`config.mk`:
```
export PLATFORM = sky130hd
export DESIGN_NAME = udsb_core
export DESIGN_NICKNAME = d
export VERILOG_FILES = /design/src/udsb_pkg.sv /design/src/udsb_core.sv
export VERILOG_INCLUDE_DIRS = /design/src
export SDC_FILE = /design/constraint.sdc
export NUM_CORES = 1
export LEC_CHECK = 0
export BUFFER_PORTS_ARGS = -buffer_cell sky130_fd_sc_hd__buf_2
export CORE_MARGIN = 2
export CORE_UTILIZATION = 52
export CTS_BUF_LIST = sky130_fd_sc_hd__clkbuf_16
export CTS_CLUSTER_SIZE = 12
export DETAILED_ROUTE_END_ITERATION = 8
export PLACE_DENSITY = 0.72
export SLEW_MARGIN = 30
export SYNTH_ARGS = -nofsm -noshare
export SYNTH_HDL_FRONTEND = slang
export SYNTH_SLANG_ARGS = --single-unit
```
`constraint.sdc`:
```
create_clock -name I_CORE_CLK -period 3.6 [get_ports I_CORE_CLK]
set_input_delay 0.36 -clock I_CORE_CLK [delete_from_list [all_inputs] [get_ports I_CORE_CLK]]
set_output_delay 0.36 -clock I_CORE_CLK [all_outputs]
set_load 0.1 [all_outputs]
```
`src/udsb_params.svh`:
```
// Constants for the UART DMA, sleep and baud generator block
`ifndef UDSB_PARAMS_SVH
`define UDSB_PARAMS_SVH

// ****************************************
// Register offsets
// ****************************************
`define UDSB_ADDR_W        3
`define UDSB_OFF_FIFO      3'h0
`define UDSB_OFF_INTEN     3'h1
`define UDSB_OFF_LINE      3'h2
`define UDSB_OFF_MODEM     3'h3
`define UDSB_OFF_DLL       3'h4
`define UDSB_OFF_DIVHI     3'h5
`define UDSB_OFF_ENH       3'h6
`define UDSB_OFF_STAT      3'h7

// ****************************************
// Field positions and reset values
// ****************************************
`define UDSB_FIFO_EN_BIT   0
`define UDSB_DMA_MODE_BIT  3
`define UDSB_SLEEP_EN_BIT  4
`define UDSB_ENH_FUNC_BIT  4
`define UDSB_BREAK_BIT     6
`define UDSB_PRESC_BIT     7
`define UDSB_WLEN_HI       1
`define UDSB_WLEN_LO       0
`define UDSB_RST_ZERO      8'h00
`define UDSB_RST_LINE      8'h1D

// ****************************************
// Counts
// ****************************************
`define UDSB_FIFO_DEPTH    7'h40
`define UDSB_PRESC_LAST    2'h3
`define UDSB_MID_SAMPLE    4'h7
`define UDSB_WORD_BASE     6'h05
`define UDSB_IDLE_SHIFT    2
`define UDSB_IDLE_EXTRA    6'h0C

`endif

```
`src/udsb_pkg.sv`:
```
// Types shared by the UART DMA, sleep and baud generator block
package udsb_pkg;

  // FIFO levels and trigger levels from the rest of the channel
  typedef struct packed {
    logic [6:0] tx_level;
    logic [6:0] tx_trig;
    logic [6:0] rx_level;
    logic [6:0] rx_trig;
  } udsb_fifo_t;

  // Channel events that gate sleep and the receive request
  typedef struct packed {
    logic tx_shift_empty;
    logic int_pend_other;
    logic rx_timeout;
    logic fifo_err;
    logic tx_fifo_wr;
  } udsb_evt_t;

  typedef enum logic {
    UDSB_AWAKE,
    UDSB_ASLEEP
  } udsb_sleep_t;

endpackage

```
`src/udsb_core.sv`:
```
// UART channel DMA request, sleep control, RX idle, break and baud generator
//
// Behaviour
// - With FIFO enable bit 0 set, FIFO control bit 3 selects single-character or block DMA request signalling.
// - Block mode: transmit request rises once free space reaches transmit trigger.
// - Block mode: transmit request falls only when the TX FIFO is full.
// - Block mode: receive request rises at receive trigger or on receive timeout.
// - Block mode: receive request falls when RX FIFO empties or FIFO error sets.
// - Sleep allowed only with enhanced-functions bit and sleep enable bit both set.
// - Sleep needs idle input, empty transmitter, no pending interrupt besides tx-empty/timeout.
// - Never sleep while the RX FIFO holds a character.
// - Asleep: core clock enable and baud clock both stopped.
// - Wake on serial input edge, modem input change or TX FIFO write.
// - RX idle after input high for four times word length plus twelve bits.
// - Serial input is sampled mid-bit for idle evaluation.
// - Break control bit forces the serial output low.
// - Baud divisor is 16 bits, any value from 1 to 65535.
// - Modem control bit 7 inserts a divide-by-4 prescaler before the divisor.
// - Prescaler divides by one after reset.
// - Baud tick is the 16x oversampling clock.
// - Divisor low byte is bits 7..0, high byte bits 15..8.
// - Zero divisor produces no baud tick.
// - One baud tick times both transmitter and receiver.
`timescale 1ns/1ps
`include "udsb_params.svh"

module udsb_core (
  // Clock and reset
  input  wire logic                     I_CORE_CLK,
  input  wire logic                     I_RST,
  // Register port
  input  wire logic [`UDSB_ADDR_W-1:0]  I_ADDR,
  input  wire logic [7:0]               I_WDATA,
  input  wire logic                     I_WR,
  input  wire logic                     I_RD,
  output logic      [7:0]               O_RDATA,
  // Channel status
  input  wire udsb_pkg::udsb_fifo_t     I_FIFO,
  input  wire udsb_pkg::udsb_evt_t      I_EVT,
  // Serial and modem pins
  input  wire logic                     I_RX_PIN,
  input  wire logic [3:0]               I_MODEM_PINS,
  input  wire logic                     I_TX_SER,
  output logic                          O_TX_PIN,
  // DMA requests
  output logic                          O_TX_DMA_REQ,
  output logic                          O_RX_DMA_REQ,
  // Clocking and power
  output logic                          O_BAUD_TICK,
  output logic                          O_CLK_EN,
  output logic                          O_RX_IDLE
);

  // ****************************************
  // Registers
  // ****************************************
  logic [7:0]            fifo_control_reg;
  logic [7:0]            interrupt_enable_reg;
  logic [7:0]            line_control_reg;
  logic [7:0]            modem_control_reg;
  logic [7:0]            divisor_low_byte_reg;
  logic [7:0]            divisor_high_byte_reg;
  logic [7:0]            enhanced_feature_reg;
  logic [7:0]            rdata_reg;
  logic [7:0]            rdata_next;
  logic [7:0]            status_word;
  logic [15:0]           divisor;

  udsb_pkg::udsb_sleep_t sleep_reg;
  logic                  asleep;
  logic                  sleep_permit;
  logic                  sleep_ready;
  logic                  wake;

  logic [4:0]            sync1_reg;
  logic [4:0]            sync2_reg;
  logic [4:0]            sync3_reg;
  logic                  rx_s;
  logic                  rx_edge;
  logic                  modem_edge;

  logic [1:0]            presc_cnt_reg;
  logic [15:0]           div_cnt_reg;
  logic                  baud_tick_reg;
  logic                  presc_stroke;

  logic [3:0]            sub_cnt_reg;
  logic [5:0]            idle_bits_reg;
  logic                  rx_idle_reg;
  logic [5:0]            idle_thresh;

  logic                  tx_req_reg;
  logic                  rx_req_reg;
  logic                  tx_pin_reg;
  logic                  block_mode;
  logic [6:0]            tx_free;
  logic                  tx_full;
  logic                  rx_empty;

  // ****************************************
  // Register writes
  // ****************************************
  always_ff @(posedge I_CORE_CLK or posedge I_RST) begin
    if (I_RST) begin
      fifo_control_reg      <= `UDSB_RST_ZERO;
      interrupt_enable_reg  <= `UDSB_RST_ZERO;
      line_control_reg      <= `UDSB_RST_LINE;
      modem_control_reg     <= `UDSB_RST_ZERO;
      divisor_low_byte_reg  <= `UDSB_RST_ZERO;
      divisor_high_byte_reg <= `UDSB_RST_ZERO;
      enhanced_feature_reg  <= `UDSB_RST_ZERO;
    end else if (I_WR) begin
      case (I_ADDR)
        `UDSB_OFF_FIFO: begin
          fifo_control_reg <= I_WDATA;
        end
        `UDSB_OFF_INTEN: begin
          interrupt_enable_reg <= I_WDATA;
        end
        `UDSB_OFF_LINE: begin
          line_control_reg <= I_WDATA;
        end
        `UDSB_OFF_MODEM: begin
          modem_control_reg <= I_WDATA;
        end
        // Taken even while asleep; the count only reloads after wake
        `UDSB_OFF_DLL: begin
          divisor_low_byte_reg <= I_WDATA;
        end
        `UDSB_OFF_DIVHI: begin
          divisor_high_byte_reg <= I_WDATA;
        end
        `UDSB_OFF_ENH: begin
          enhanced_feature_reg <= I_WDATA;
        end
        default: begin
        end
      endcase
    end
  end

  assign divisor = {divisor_high_byte_reg, divisor_low_byte_reg};

  // ****************************************
  // Register reads
  // ****************************************
  assign status_word = {3'h0, (divisor != 16'h0000), rx_req_reg, tx_req_reg,
                        rx_idle_reg, asleep};

  always_comb begin
    rdata_next = `UDSB_RST_ZERO;
    case (I_ADDR)
      `UDSB_OFF_FIFO: begin
        rdata_next = fifo_control_reg;
      end
      `UDSB_OFF_INTEN: begin
        rdata_next = interrupt_enable_reg;
      end
      `UDSB_OFF_LINE: begin
        rdata_next = line_control_reg;
      end
      `UDSB_OFF_MODEM: begin
        rdata_next = modem_control_reg;
      end
      `UDSB_OFF_DLL: begin
        rdata_next = divisor_low_byte_reg;
      end
      `UDSB_OFF_DIVHI: begin
        rdata_next = divisor_high_byte_reg;
      end
      `UDSB_OFF_ENH: begin
        rdata_next = enhanced_feature_reg;
      end
      `UDSB_OFF_STAT: begin
        rdata_next = status_word;
      end
      default: begin
        rdata_next = `UDSB_RST_ZERO;
      end
    endcase
  end

  // Read data valid only in the cycle after the strobe
  always_ff @(posedge I_CORE_CLK or posedge I_RST) begin
    if (I_RST) begin
      rdata_reg <= `UDSB_RST_ZERO;
    end else if (I_RD) begin
      rdata_reg <= rdata_next;
    end else begin
      rdata_reg <= `UDSB_RST_ZERO;
    end
  end

  assign O_RDATA = rdata_reg;

  // ****************************************
  // Pin synchronisers
  // ****************************************
  // Bit 4 is the serial input, bits 3..0 the modem inputs
  always_ff @(posedge I_CORE_CLK or posedge I_RST) begin
    if (I_RST) begin
      sync1_reg <= 5'h1F;
      sync2_reg <= 5'h1F;
      sync3_reg <= 5'h1F;
    end else begin
      sync1_reg <= {I_RX_PIN, I_MODEM_PINS};
      sync2_reg <= sync1_reg;
      sync3_reg <= sync2_reg;
    end
  end

  assign rx_s       = sync2_reg[4];
  assign rx_edge    = sync2_reg[4] ^ sync3_reg[4];
  assign modem_edge = |(sync2_reg[3:0] ^ sync3_reg[3:0]);

  // ****************************************
  // Prescaler and baud generator
  // ****************************************
  assign presc_stroke = !modem_control_reg[`UDSB_PRESC_BIT]
                        || (presc_cnt_reg == `UDSB_PRESC_LAST);

  // Stopped asleep and with a zero divisor; counts restart from zero
  always_ff @(posedge I_CORE_CLK or posedge I_RST) begin
    if (I_RST) begin
      presc_cnt_reg <= 2'h0;
      div_cnt_reg   <= 16'h0000;
      baud_tick_reg <= 1'b0;
    end else if (asleep || (divisor == 16'h0000)) begin
      presc_cnt_reg <= 2'h0;
      div_cnt_reg   <= 16'h0000;
      baud_tick_reg <= 1'b0;
    end else begin
      presc_cnt_reg <= modem_control_reg[`UDSB_PRESC_BIT] ? presc_cnt_reg + 2'h1 : 2'h0;
      if (presc_stroke) begin
        if (div_cnt_reg >= divisor - 16'h0001) begin
          div_cnt_reg   <= 16'h0000;
          baud_tick_reg <= 1'b1;
        end else begin
          div_cnt_reg   <= div_cnt_reg + 16'h0001;
          baud_tick_reg <= 1'b0;
        end
      end else begin
        baud_tick_reg <= 1'b0;
      end
    end
  end

  // Single tick shared by transmitter and receiver
  assign O_BAUD_TICK = baud_tick_reg;

  // ****************************************
  // RX idle detection
  // ****************************************
  assign idle_thresh = 6'((`UDSB_WORD_BASE
                       + {4'h0, line_control_reg[`UDSB_WLEN_HI:`UDSB_WLEN_LO]})
                       << `UDSB_IDLE_SHIFT) + `UDSB_IDLE_EXTRA;

  // An input edge clears idle at once so a wake cannot re-enter sleep on stale idle
  always_ff @(posedge I_CORE_CLK or posedge I_RST) begin
    if (I_RST) begin
      sub_cnt_reg   <= 4'h0;
      idle_bits_reg <= 6'h00;
      rx_idle_reg   <= 1'b0;
    end else if (rx_edge) begin
      sub_cnt_reg   <= 4'h0;
      idle_bits_reg <= 6'h00;
      rx_idle_reg   <= 1'b0;
    end else if (baud_tick_reg) begin
      sub_cnt_reg <= sub_cnt_reg + 4'h1;
      if (sub_cnt_reg == `UDSB_MID_SAMPLE) begin
        if (!rx_s) begin
          idle_bits_reg <= 6'h00;
          rx_idle_reg   <= 1'b0;
        end else if (idle_bits_reg < idle_thresh) begin
          idle_bits_reg <= idle_bits_reg + 6'h01;
          rx_idle_reg   <= (idle_bits_reg + 6'h01) >= idle_thresh;
        end
      end
    end
  end

  assign O_RX_IDLE = rx_idle_reg;

  // ****************************************
  // Sleep control
  // ****************************************
  assign asleep       = (sleep_reg == udsb_pkg::UDSB_ASLEEP);
  assign sleep_permit = enhanced_feature_reg[`UDSB_ENH_FUNC_BIT]
                        && interrupt_enable_reg[`UDSB_SLEEP_EN_BIT];
  assign sleep_ready  = sleep_permit && rx_idle_reg
                        && (I_FIFO.tx_level == 7'h00) && I_EVT.tx_shift_empty
                        && !I_EVT.int_pend_other
                        && (I_FIFO.rx_level == 7'h00);
  assign wake         = rx_edge || modem_edge || I_EVT.tx_fifo_wr;

  always_ff @(posedge I_CORE_CLK or posedge I_RST) begin
    if (I_RST) begin
      sleep_reg <= udsb_pkg::UDSB_AWAKE;
    end else begin
      case (sleep_reg)
        udsb_pkg::UDSB_AWAKE: begin
          if (sleep_ready && !wake) begin
            sleep_reg <= udsb_pkg::UDSB_ASLEEP;
          end
        end
        udsb_pkg::UDSB_ASLEEP: begin
          if (wake || !sleep_permit) begin
            sleep_reg <= udsb_pkg::UDSB_AWAKE;
          end
        end
        default: begin
          sleep_reg <= udsb_pkg::UDSB_AWAKE;
        end
      endcase
    end
  end

  // Core clock gate enable for the rest of the channel
  assign O_CLK_EN = !asleep;

  // ****************************************
  // DMA requests
  // ****************************************
  assign block_mode = fifo_control_reg[`UDSB_DMA_MODE_BIT]
                      && fifo_control_reg[`UDSB_FIFO_EN_BIT];
  assign tx_free    = `UDSB_FIFO_DEPTH - I_FIFO.tx_level;
  assign tx_full    = (I_FIFO.tx_level == `UDSB_FIFO_DEPTH);
  assign rx_empty   = (I_FIFO.rx_level == 7'h00);

  always_ff @(posedge I_CORE_CLK or posedge I_RST) begin
    if (I_RST) begin
      tx_req_reg <= 1'b1;
    end else if (!block_mode) begin
      tx_req_reg <= (I_FIFO.tx_level == 7'h00);
    end else if (tx_full) begin
      tx_req_reg <= 1'b0;
    end else if (tx_free >= I_FIFO.tx_trig) begin
      tx_req_reg <= 1'b1;
    end
  end

  // Clear wins over set: an error must stop a running block
  always_ff @(posedge I_CORE_CLK or posedge I_RST) begin
    if (I_RST) begin
      rx_req_reg <= 1'b0;
    end else if (!block_mode) begin
      rx_req_reg <= !rx_empty;
    end else if (rx_empty || I_EVT.fifo_err) begin
      rx_req_reg <= 1'b0;
    end else if ((I_FIFO.rx_level >= I_FIFO.rx_trig) || I_EVT.rx_timeout) begin
      rx_req_reg <= 1'b1;
    end
  end

  assign O_TX_DMA_REQ = tx_req_reg;
  assign O_RX_DMA_REQ = rx_req_reg;

  // ****************************************
  // Break
  // ****************************************
  always_ff @(posedge I_CORE_CLK or posedge I_RST) begin
    if (I_RST) begin
      tx_pin_reg <= 1'b1;
    end else begin
      tx_pin_reg <= line_control_reg[`UDSB_BREAK_BIT] ? 1'b0 : I_TX_SER;
    end
  end

  assign O_TX_PIN = tx_pin_reg;
endmodule

```
=== Word level (Yosys, flattened, before mapping) ===
Index checks and enable logic that the tools add are counted.

* Add/subtract/negate cells: 8
* Order comparisons: 5
* Equal/unequal tests: 13
* Multiplexer cells: 32
* Bitwise logic cells: 3
* Reduce and logical (&&, ||, !) cells: 38

{| class="wikitable"
|+ Operators with widths
! cell !! number
|-
| $pmux W8 S8 || 1
|-
| $mux W16 || 3
|-
| $mux W6 || 5
|-
| $mux W1 || 17
|-
| $add A16 B1 Y16 const B || 1
|-
| $ge A16 B16 Y1 || 1
|-
| $logic_not A16 Y1 || 1
|-
| $reduce_bool A16 Y1 || 1
|-
| $sub A16 B1 Y16 const B || 1
|-
| $ge A7 B7 Y1 || 2
|-
| $logic_not A7 Y1 || 2
|-
| $reduce_and A2 Y1 || 7
|-
| $eq A3 B3 Y1 const B || 4
|-
| $ne A3 B1 Y1 const B || 3
|-
| $logic_and A1 B1 Y1 || 8
|-
| $mux W4 || 2
|-
| $mux W8 || 1
|-
| $eq A7 B7 Y1 const B || 1
|-
| $logic_or A1 B1 Y1 || 7
|-
| $sub A7 B7 Y7 const A || 1
|-
| $add A6 B1 Y6 const B || 1
|-
| $add A6 B4 Y6 const B || 1
|-
| $eq A3 B2 Y1 const B || 2
|-
| $ge A6 B6 Y1 || 1
|-
| 17 further kinds || 25
|}

* Bits in registers: 113
* Output and inout bits: 14
* Logic and storage cells: 120

=== Longest topological paths before layout ===
Gate-level depths: netlist of the first run.

* Depth after elaboration: 9
* Mapped depth: 14

=== Worst setup path before layout of the first run ===
OpenSTA, ideal clock, no wires.

* Path kind: flip-flop to flip-flop
* Start point: reg divisor_low_byte_reg[0]
* End point: reg div_cnt_reg[12]
* Setup time: 0.072 ns
* Arrival: 2.885 ns
* Data required time: 3.528 ns
* Setup slack: 0.643 ns
* Stages on the path, launching flop included: 14
* Period minus slack after synthesis: 2.957 ns
* Cells stage by stage: dfrtp_1 > inv_1 > ha_1 > nor3b_2 > nand2_1 > or4_2 > xor2_1 > ha_1 > nand3_1 > a21oi_1 > a211oi_2 > o21ai_1 > buf_2 > nor2_1

* Word-level cells in the longest chain between the ends: 5

{| class="wikitable"
|+ Ends and longest elaborated chain
! element !! RTL line !! RTL
|-
| start, declared || udsb_core.sv:61 || <nowiki>logic [7:0] divisor_low_byte_reg;</nowiki>
|-
| start signal, assigned || udsb_core.sv:109 || <nowiki>divisor_low_byte_reg <= `UDSB_RST_ZERO;</nowiki>
|-
| $sub A16 B1 Y16 || udsb_core.sv:235 || <nowiki>if (div_cnt_reg >= divisor - 16'h0001) begin</nowiki>
|-
| $ge A16 B16 Y1 || udsb_core.sv:235 ||
|-
| $mux W16 || udsb_core.sv:235 ||
|-
| $mux W16 || udsb_core.sv:234 || <nowiki>if (presc_stroke) begin</nowiki>
|-
| $mux W16 || udsb_core.sv:228 || <nowiki>end else if (asleep || (divisor == 16'h0000)) begin</nowiki>
|-
| end signal, assigned || udsb_core.sv:239 || <nowiki>div_cnt_reg <= div_cnt_reg + 16'h0001;</nowiki>
|-
| end, declared || udsb_core.sv:83 || <nowiki>logic [15:0] div_cnt_reg;</nowiki>
|}

Parallel ways exist; a longest one is shown, timed or not. The select of a mux whose other input is x is not followed.
A chain may end at the register's enable or synchronous reset.

=== Worst setup path in the final report of the first run ===
* Start point: reg divisor_high_byte_reg[0]
* End point: reg div_cnt_reg[2]

* Word-level cells in the longest chain between the ends: 5

{| class="wikitable"
|+ Ends and longest elaborated chain
! element !! RTL line !! RTL
|-
| start, declared || udsb_core.sv:62 || <nowiki>logic [7:0] divisor_high_byte_reg;</nowiki>
|-
| start signal, assigned || udsb_core.sv:110 || <nowiki>divisor_high_byte_reg <= `UDSB_RST_ZERO;</nowiki>
|-
| $sub A16 B1 Y16 || udsb_core.sv:235 ||
|-
| $ge A16 B16 Y1 || udsb_core.sv:235 ||
|-
| $mux W16 || udsb_core.sv:235 ||
|-
| $mux W16 || udsb_core.sv:234 ||
|-
| $mux W16 || udsb_core.sv:228 ||
|}

Parallel ways exist; a longest one is shown, timed or not. The select of a mux whose other input is x is not followed.

==> results.txt, run 1 <==
Outcome: finished, final reports clean
Worst Path Required: 3.94 ns
Slew margin rel.: 41.5%
Post-route ant nets: 0
Rows: 39
Initial Util: 53.6%
Die H: 113 um
Die Wd: 113 um
Fraction of final layout cells sized beyond drive strength 1: 30.8%
Number of flops mapped to enable cells by yosys: 0
RSZ-0062 raised after global routing: no
NumNets Final: 729
Min Hold Slack: 0.0383 ns
Most common cell after layout, fill and taps aside: dfrtp_1
Residual DRC count: 0
Time the worst path needs with I/O delays and setup: 3.16 ns
Crit path kind: register to register
Slew Limit Fails: 0
Syn_nets: 653
DR iter-0 viols: 261
Cell variety after synth: 64
PnR worst setup slack: 0.438 ns
CTS tree: yes
Clock Latency Late Sink: 0.41 ns
Final Non-Filler Cells: 790
Crit path DAT: 3.50 ns
Fin util: 62.8%
CP endpoint kind: register
Power per cell area: 574 nW/um2
Htree depth: 4
Worst-path clk slew: 0.06 ns
Post-synth top area share: 37.5%
Setup crit start kind: register
Routed WL per cell: 17.4 um
Synth Warn #: 0
Final setup fails: 0
Largest net degree at the start of global routing: 75
Vias in the first global route: 4611
Met3 usage: 6.80%
Area leader, netlist: dfrtp_1
Gr busiest metal: met2
CTS sink cnt: 113
Num CTS Buffers: 17
Final Cycle Share: 87.8%
Asr flop ratio synth: 100%
Place WS: 0.0283 ns
Most frequent cells in the layout: dfrtp_1 (92), buf_2 (67), mux2_2 (54)
Routed WL: 13800 um
Synth Flop Type: dfrtp_1
Area delta synth->final: 17.1%
Vias: 4484
CTS root buf: clkbuf_16
LEAKAGE: 3.27 nW
Tightest Hold Check Type: input port to register
Post-detail-place hpwl: 9840 um
Post-CTS Hold Buffers: 0
Worst vdd ir: 0.000523 V
Yosys reg bits: 113
GRT met1 Usage: 31.1%
Critical Path Fanout Max: 6
First-pass GRT wire length: 23200 um
Clock buffer depth: 2
Final Hold Viols: 0
Peak Freq: 316 MHz
Sequential cell area fraction in the yosys report: 46.4%
Synth Instances: 558
Diode count: 0
Met2 Use GR: 37.1%
IO buf count: 67
Slew @ Worst Pin: 0.874 ns
Vias per inst: 5.68
Layout fillers: 912
Die area: 12700 um2
Drt pass-1 iters: 4
Syn Area/Cell: 11.0 um2
Largest register FFs: 16
# IOs: 68
Placer congestion estimate: 0.850
Initial antenna violation count: 0
Max cap viols: 0
Clk_skew: 0.00624 ns
Netlist Area Pre-Place: 6140 um2
Setup TNS: 0 ns
Total track usage: 23.4%
GRT overflow: 0
Core Area: 11500 um2
Largest cells by area after synthesis: dfrtp_1 (37%), mux2_2 (9.9%), dfstp_2 (9.0%)
Placed Cells incl. Taps: 756
## layout make-up
cell class	instances	area, um2	area share (%)
Multi-Input combinational cell	402	3130	43.5
Sequential cell	113	2850	39.6
Clock buffer	17	425	5.91
Timing Repair Buffer	72	373	5.18
Tap cell	143	179	2.49
Clock inverter	15	128	1.77
Inverter	28	110	1.53
## path summary, 6_finish.rpt
| kind | from | end | slack [ns] | depth (start not counted) |
|---|---|---|---|---|
| hold reg to reg | sync1_reg[1]$_DFF_PP1_ | sync2_reg[1]$_DFF_PP1_ | 0.35 | 0 |
| setup / recovery | divisor_high_byte_reg[0]$_DFFE_PP0P_ | div_cnt_reg[2]$_DFFE_PP0P_ | 0.44 | 13 |
| setup reg to reg | divisor_high_byte_reg[0]$_DFFE_PP0P_ | div_cnt_reg[2]$_DFFE_PP0P_ | 0.44 | 13 |
| hold / removal | I_MODEM_PINS[0] | sync1_reg[0]$_DFF_PP1_ | 0.04 | 1 |
| max in group asynchronous | I_RST | divisor_low_byte_reg[7]$_DFFE_PP0P_ | 2.81 | 3 |
| min in group asynchronous | I_RST | idle_bits_reg[2]$_DFFE_PP0P_ | 0.05 | 2 |
## synth_stat cells, types with 5 or more instances
master    count
o21ai_0      22
nor3_1       13
nand2_1      33
xor2_1       12
a21oi_1      21
inv_1        27
a21o_1        7
nand4_1       8
mux2i_1      14
xnor2_1      30
a211oi_1      6
mux2_2       54
ha_1         41
clkbuf_1      9
dfstp_2      21
dfrtp_1      92
nor2b_1       7
nor2_2        5
nand3_1      17
nand2b_1      8
nor2_1       43
a22o_1        6
## worst max-delay path: stages (launching register included)
cell and delay (ns):
dfrtp_1 0.46, nor4_4 0.37, or2b_1 0.28, nor3_1 0.27
nor3b_1 0.27, xnor2_1 0.15, ha_1 0.27, a21oi_1 0.16
o21ai_0 0.13, a211oi_2 0.20, buf_4 0.18, buf_4 0.12
a31oi_1 0.08, mux2i_1 0.15
## per-layer routing
| layer | up-vias | routed length, um | share of wire (%) |
|---|---|---|---|
| li1 | 2145 | - | - |
| met1 | 2219 | 6100 | 44 |
| met2 | 96 | 6710 | 49 |
| met3 | 24 | 652 | 4.7 |
| met4 | 0 | 318 | 2.3 |
| met5 | - | 0 | 0 |
## stage by stage
stage          total power [mW]  area, um2
3_5_place_dp               2.56       6620
2_1_floorplan              2.31       6140
4_1_cts                    4.15       7170
3_3_place_gp               2.51       6620
5_1_grt                    4.34       7200
6_report                   4.13       7200
## cells by family after synthesis
group,synth area share [%]
xor+xnor,5.99
simple gates,14.1
fa+ha+maj,8.35
flops,46.4
buf+inv,2.81
mux,12.6
compound gates,9.67
## what timing repair did
item | in CTS | in global routing
resized for setup | 0 | 1
endpoints found under the setup margin | 0 | 8
setup buffers | 0 | 2
## power by group
group	switching [mW]	internal, mW	leakage [nW]
registers	0.195	1.49	1.38
logic	0.491	0.386	1.61
clock network	0.574	0.995	0.275
total	1.26	2.87	3.27
(Power assumes the default switching activity.)
==> run 2, diff against run 1 <==
CELL_PAD_IN_SITES_DETAIL_PLACEMENT = 1   (was default)
CELL_PAD_IN_SITES_GLOBAL_PLACEMENT = 1   (was default)
CORE_UTILIZATION = 47   (was 52)
MAX_ROUTING_LAYER = met4   (was default)
PLACE_DENSITY = default   (was 0.72)
PLACE_DENSITY_LB_ADDON = 0.1   (was default)
==> run 2 against run 1 <==
- highest routed layer unchanged
- sequential power hardly changed
- critical endpoint is now div_cnt_reg[0]$_DFFE_PP0P_
- non-clock buffer count grew 2
- worst hold slack better by 0.0011 ns
- final area is 0.76% higher
- clock skew up 0.0017 ns
==> results.txt, run 2 (synthesized netlist as in run 1, its figures left out) <==
Outcome: finished, final reports clean (unchanged)
Post-CTS Hold Buffers: 0 (unchanged)
Crit path top cell by count: buf_4 (unchanged)
CTS tree: yes (unchanged)
Setup crit start kind: register (unchanged)
# IOs: 68 (unchanged)
Fraction of final layout cells sized beyond drive strength 1: 30.8% (about the same)
Seq pwr share: 40.6% (was 40.7%)
Internal: 2.87 mW (about the same)
Met3 routed WL: 546 um (was 652 um)
Post-detail-place hpwl: 11300 um (was 9840 um)
CP endpoint kind: register (unchanged)
Htree depth: 4 (unchanged)
Clock share of power: 38.0% (about the same)
Drt pass-1 iters: 4 (unchanged)
Post-route ant nets: 0 (unchanged)
Metal2 WL: 8070 um (was 6710 um)
Worst vdd ir: 0.000469 V (was 0.000523 V)
Max incr delay on CP: 0.46 ns (about the same)
Initial antenna violation count: 0 (unchanged)
Die H: 118 um (was 113 um)
Sw Ratio: 31.3% (was 30.5%)
Tightest Hold Check Type: input port to register (unchanged)
Slew Limit Fails: 0 (unchanged)
First-pass GRT wire length: 26600 um (was 23200 um)
Final Hold Viols: 0 (unchanged)
Vias: 4610 (was 4484)
CP Cell Sequence: nor4_4 -> or2b_1 -> nor3_1 -> nor3b_2 -> xnor2_1 -> ha_1 -> nand4_1 -> nor2_1 -> a211oi_2 -> buf_4 -> buf_4 -> and2_1 -> mux2_2 (was nor4_4 -> or2b_1 -> nor3_1 -> nor3b_1 -> xnor2_1 -> ha_1 -> a21oi_1 -> o21ai_0 -> a211oi_2 -> buf_4 -> buf_4 -> a31oi_1 -> mux2i_1)
Most common cell after layout, fill and taps aside: dfrtp_1 (unchanged)
Routed WL per cell: 19.3 um (was 17.4 um)
Power per cell area: 575 nW/um2 (was 574 nW/um2)
Top sig layer: met4 (unchanged)
Clock buffer depth: 2 (unchanged)
Clock Latency Late Sink: 0.42 ns (was 0.41 ns)
Most frequent cells in the layout: dfrtp_1 (92), buf_2 (67), mux2_2 (54) (unchanged)
LEAKAGE: 3.28 nW (was 3.27 nW)
Vias per inst: 5.62 (was 5.68)
Final setup fails: 0 (unchanged)
Layout fillers: 1393 (was 912)
Worst-path clk slew: 0.06 ns (about the same)
Largest register FFs: 16 (unchanged)
Placer congestion estimate: 0.821 (was 0.850)
Total track usage: 25.0% (was 23.4%)
RSZ-0062 raised after global routing: no (unchanged)
Peak Freq: 307 MHz (was 316 MHz)
Crit path DAT: 3.56 ns (was 3.50 ns)
Time the worst path needs with I/O delays and setup: 3.26 ns (was 3.16 ns)
Clk_skew: 0.00797 ns (was 0.00624 ns)
Residual DRC count: 0 (unchanged)
Max cap viols: 0 (unchanged)
IO buf count: 67 (unchanged)
Slew @ Worst Pin: 0.851 ns (was 0.874 ns)
Switching power: 1.30 mW (was 1.26 mW)
Slew margin rel.: 43.2% (was 41.5%)
Final Cycle Share: 90.5% (was 87.8%)
Rows: 41 (was 39)
Crit path kind: register to register (unchanged)
Routed WL: 15900 um (was 13800 um)
FF+latch area: 2850 um2 (unchanged)
Area delta synth->final: 18.0% (was 17.1%)
Crit-path slowest cell: dfrtp_1 (unchanged)
Die Wd: 118 um (was 113 um)
Vias in the first global route: 5118 (was 4611)
Multi-input gate area: 3130 um2 (about the same)
CTS sink cnt: 113 (unchanged)
Critical Path Fanout Max: 6 (unchanged)
Met1 Wirelength: 6970 um (was 6100 um)
Comb pwr share: 21.4% (was 21.2%)
Pwr Total: 4.17 mW (was 4.13 mW)
Initial Util: 48.5% (was 53.6%)
DR iter-0 viols: 226 (was 261)
Die area: 14000 um2 (was 12700 um2)
NumNets Final: 731 (was 729)
Fin util: 57.2% (was 62.8%)
Diode count: 0 (unchanged)
Largest net degree at the start of global routing: 70 (was 75)
Core Area: 12700 um2 (was 11500 um2)
Worst Path Required: 3.90 ns (was 3.94 ns)
GRT overflow: 0 (unchanged)
CTS root buf: clkbuf_16 (unchanged)
Num CTS Buffers: 17 (unchanged)
## run 2: cell count changes in the layout (fill, tap and decap cells not counted)
cell / before / now
buf_4: 5 / 7
clkinv_1: 3 / 4
clkinv_2: 6 / 3
clkinv_4: 0 / 1
inv_1: 28 / 29
inv_4: 0 / 1
inv_6: 1 / 0
nor3b_1: 3 / 2
nor3b_2: 1 / 2
## run 2: worst paths after layout
kind | from | endpoint | slack, ns | cells past startpoint
max in group asynchronous | I_RST | sync2_reg[2]$_DFF_PP1_ | 2.58 | 3
hold / removal | I_MODEM_PINS[3] | sync1_reg[3]$_DFF_PP1_ | 0.04 | 1
setup / recovery | divisor_high_byte_reg[0]$_DFFE_PP0P_ | div_cnt_reg[0]$_DFFE_PP0P_ | 0.34 | 13
hold reg to reg | sync1_reg[4]$_DFF_PP1_ | sync2_reg[4]$_DFF_PP1_ | 0.36 | 0
min in group asynchronous | I_RST | idle_bits_reg[4]$_DFFE_PP0P_ | 0.12 | 2
setup reg to reg | divisor_high_byte_reg[0]$_DFFE_PP0P_ | div_cnt_reg[0]$_DFFE_PP0P_ | 0.34 | 13
## run 2: power by group through the flow
stage          Combinational (mW)  Clock (mW)  Sequential, mW
2_1_floorplan               0.566           0            1.75
3_3_place_gp                0.836           0            1.69
3_5_place_dp                0.881           0            1.71
4_1_cts                     0.896        1.61            1.69
5_1_grt                     0.991        1.66            1.72
6_report                    0.892        1.59            1.69
## run 2: what timing repair did
action | in CTS | in global routing
endpoints found under the setup margin | 11 | 16
resized for setup | 1 | 2
pin swaps | 0 | 1
buffers inserted | 0 | 3
## run 2: metal layers
metal  vias to the layer above  global-route usage [%]
met2                        83                    41.4
met1                      2359                    30.2
met4                         0                    7.45
met3                        29                    6.42
met5                         -                       -
li1                       2139                       -
## run 2: layout make-up
cell class,count,area share [%]
timing repair buffer,74,5.35
sequential,113,39.3
clock buffer,17,5.87
inverter,28,1.48
multi-input combinational,402,43.2
tap,172,2.97
clock inverter,15,1.78
## run 2: through the flow
| stage | std cells | hold WS [ns] | setup TNS [ns] | instance area, um2 | worst slack (ns) |
|---|---|---|---|---|---|
| floorplan | 558 | 0.345 | 0 | 6140 | 0.287 |
| global placement | 786 | 0.346 | 0 | 6660 | 0.172 |
| detailed placement | 786 | 0.347 | -0.185 | 6660 | -0.0400 |
| CTS | 818 | 0.0251 | 0 | 7220 | 0.170 |
| global route | 821 | 0.0225 | 0 | 7250 | 0.0498 |
| finish | 821 | 0.0393 | 0 | 7250 | 0.341 |
## run 2: worst max-delay path, delay by kind of cell (launching register included)
family	cells	cell delay (ns)
and+or+nand+nor	7	1.63
DFF	1	0.46
adders and majority gates	1	0.32
buffers and inverters	2	0.31
muxes	1	0.26
xor gates and xnor gates	1	0.08
AOI/OAI and AO/OA	1	0.08
==> run 3, diff against run 2 <==
CORE_ASPECT_RATIO = 2   (was default)
==> run 3 against run 2 <==
- clock power up 6%
- largest cell class unchanged
- global-route usage up 0.40 points
- sequential share of layout area about the same
- register-to-register slack worse by 0.03 ns
- critical path type unchanged
- highest routed layer unchanged
- sequential cell count unchanged
==> results.txt, run 3 (synthesized netlist as in run 1, its figures left out) <==
Multi-input gate area: 3130 um2 (about the same)
CTS root buf: clkbuf_16 (unchanged)
Crit path DAT: 3.59 ns (was 3.56 ns)
Vias in the first global route: 5296 (was 5118)
Die H: 166 um (was 118 um)
CP Cell Sequence: nor4_4 -> or2b_1 -> nor3_1 -> nor3b_1 -> xnor2_1 -> ha_1 -> nand4_1 -> a21oi_1 -> a211oi_2 -> buf_4 -> and2_1 -> mux2_2 (was nor4_4 -> or2b_1 -> nor3_1 -> nor3b_2 -> xnor2_1 -> ha_1 -> nand4_1 -> nor2_1 -> a211oi_2 -> buf_4 -> buf_4 -> and2_1 -> mux2_2)
Max incr delay on CP: 0.48 ns (was 0.46 ns)
Kind of cell adding the most delay to the critical path: simple AND/OR/NAND/NOR gates (unchanged)
Fraction of final layout cells sized beyond drive strength 1: 31.4% (was 30.8%)
DR iter-0 viols: 146 (was 226)
Htree depth: 4 (unchanged)
GRT overflow: 0 (unchanged)
Slew margin rel.: 45.6% (was 43.2%)
Outcome: finished, final reports clean (unchanged)
Final setup fails: 0 (unchanged)
Met3 usage: 5.58% (was 6.42%)
Gr busiest metal: met2 (unchanged)
Layout fillers: 1387 (was 1393)
Internal: 2.86 mW (was 2.87 mW)
CP endpoint kind: register (unchanged)
Met2 Use GR: 48.4% (was 41.4%)
Post-DP Area: 6630 um2 (was 6660 um2)
Vias: 4615 (was 4610)
Post-route cell area: 7250 um2 (about the same)
Placed Cells incl. Taps: 764 (was 786)
Tightest Hold Check Type: input port to register (unchanged)
Final Hold Viols: 0 (unchanged)
Worst-path clk slew: 0.06 ns (about the same)
Power per cell area: 589 nW/um2 (was 575 nW/um2)
Clock share of power: 39.5% (was 38.0%)
Vias per inst: 5.78 (was 5.62)
Clk_skew: 0.0170 ns (was 0.00797 ns)
Clock buffer depth: 2 (unchanged)
IO buf count: 67 (unchanged)
Post-detail-place hpwl: 12100 um (was 11300 um)
CTS tree: yes (unchanged)
LEAKAGE: 3.28 nW (about the same)
FF+latch area: 2850 um2 (unchanged)
Final Non-Filler Cells: 798 (was 821)
Largest register FFs: 16 (unchanged)
Comb pwr share: 20.8% (was 21.4%)
NumNets Final: 728 (was 731)
Setup crit start kind: register (unchanged)
Peak Freq: 304 MHz (was 307 MHz)
Diode count: 0 (unchanged)
Worst path bufs/invs: 1 (was 2)
Min Hold Slack: 0.0295 ns (was 0.0393 ns)
Most common cell after layout, fill and taps aside: dfrtp_1 (unchanged)
Seq pwr share: 39.7% (was 40.6%)
Residual DRC count: 0 (unchanged)
Sw Ratio: 33.2% (was 31.3%)
Rows: 59 (was 41)
Largest net degree at the start of global routing: 58 (was 70)
Critical Path Fanout Max: 6 (unchanged)
Slew Limit Fails: 0 (unchanged)
Final Cycle Share: 91.4% (was 90.5%)
Total track usage: 25.4% (was 25.0%)
Area delta synth->final: 18.1% (was 18.0%)
Num CTS Buffers: 17 (unchanged)
Max cap viols: 0 (unchanged)
Worst Path Required: 3.90 ns (about the same)
First-pass GRT wire length: 26900 um (was 26600 um)
Core Area: 12900 um2 (was 12700 um2)
Most frequent cells in the layout: dfrtp_1 (92), buf_2 (67), mux2_2 (54) (unchanged)
Placer congestion estimate: 0.814 (was 0.821)
Worst vdd ir: 0.000362 V (was 0.000469 V)
Die Wd: 84.9 um (was 118 um)
Post-route ant nets: 0 (unchanged)
Switching power: 1.42 mW (was 1.30 mW)
Initial Util: 47.6% (was 48.5%)
Initial antenna violation count: 0 (unchanged)
CTS sink cnt: 113 (unchanged)
Drt pass-1 iters: 4 (unchanged)
Time the worst path needs with I/O delays and setup: 3.29 ns (was 3.26 ns)
Pwr Total: 4.27 mW (was 4.17 mW)
Routed WL per cell: 20.4 um (was 19.3 um)
Slew @ Worst Pin: 0.813 ns (was 0.851 ns)
Routed WL: 16300 um (was 15900 um)
# IOs: 68 (unchanged)
Crit path kind: register to register (unchanged)
Crit-path slowest cell: dfrtp_1 (unchanged)
RSZ-0062 raised after global routing: no (unchanged)
GRT met1 Usage: 24.7% (was 30.2%)
Die area: 14100 um2 (was 14000 um2)
Clock Latency Late Sink: 0.43 ns (was 0.42 ns)
[run 3: final cells by class]
class	count	area share, %
Clock buffer	17	5.86
Clock inverter	15	2.31
Inverter	28	1.48
Multi-Input combinational cell	402	43.2
Sequential cell	113	39.3
Tap cell	152	2.62
Timing Repair Buffer	71	5.21
[run 3: worst paths after layout]
| path | slack, ns | from | depth (start not counted) | to |
|---|---|---|---|---|
| worst max-delay path | 0.31 | divisor_high_byte_reg[0]$_DFFE_PP0P_ | 12 | div_cnt_reg[0]$_DFFE_PP0P_ |
| worst min-delay path | 0.03 | I_MODEM_PINS[3] | 1 | sync1_reg[3]$_DFF_PP1_ |
| worst max register to register | 0.31 | divisor_high_byte_reg[0]$_DFFE_PP0P_ | 12 | div_cnt_reg[0]$_DFFE_PP0P_ |
| worst min register to register | 0.36 | sync1_reg[1]$_DFF_PP1_ | 0 | sync2_reg[1]$_DFF_PP1_ |
| max in group asynchronous | 2.76 | I_RST | 3 | line_control_reg[2]$_DFFE_PP1P_ |
| min in group asynchronous | 0.06 | I_RST | 2 | interrupt_enable_reg[0]$_DFFE_PP0P_ |
[run 3: worst reg2reg max path, delay by kind of cell (launching register included)]
kind	cells	cell delay (ns)
and+or+nand+nor	6	1.52
DFF	1	0.48
adders and majority gates	1	0.34
muxes	1	0.27
AOI/OAI and AO/OA	2	0.26
buffers and inverters	1	0.18
xor gates and xnor gates	1	0.12
[run 3: routing by layer]
| metal | part of all wire [%] | wire, um |
|---|---|---|
| met4 | 2.4 | 388 |
| met5 | 0 | 0 |
| met2 | 60 | 9780 |
| met3 | 2.7 | 437 |
| met1 | 35 | 5700 |
[run 3: what timing repair did]
action                     in CTS  in global routing
setup buffers                   0                  2
gates resized for setup         1                  1
setup endpoints to repair      11                 15
pin swaps                       0                  1
hold buffers                    0                  0
[run 3: stage by stage]
stage	util (%)	worst slack [ns]	setup TNS, ns
final	56.2	0.311	0
after global routing	56.2	0.0380	0
after CTS	56.0	0.200	0
after detailed placement	51.3	-0.0584	-0.247
after global placement	51.3	0.191	0
after floorplan	-	0.287	0
[run 3: power by group through the flow]
| stage | registers [mW] | logic (mW) | clock network, mW |
|---|---|---|---|
| 2_1_floorplan | 1.75 | 0.566 | 0 |
| 3_3_place_gp | 1.69 | 0.838 | 0 |
| 3_5_place_dp | 1.72 | 0.881 | 0 |
| 4_1_cts | 1.70 | 0.901 | 1.71 |
| 5_1_grt | 1.73 | 0.989 | 1.77 |
| 6_report | 1.70 | 0.888 | 1.69 |
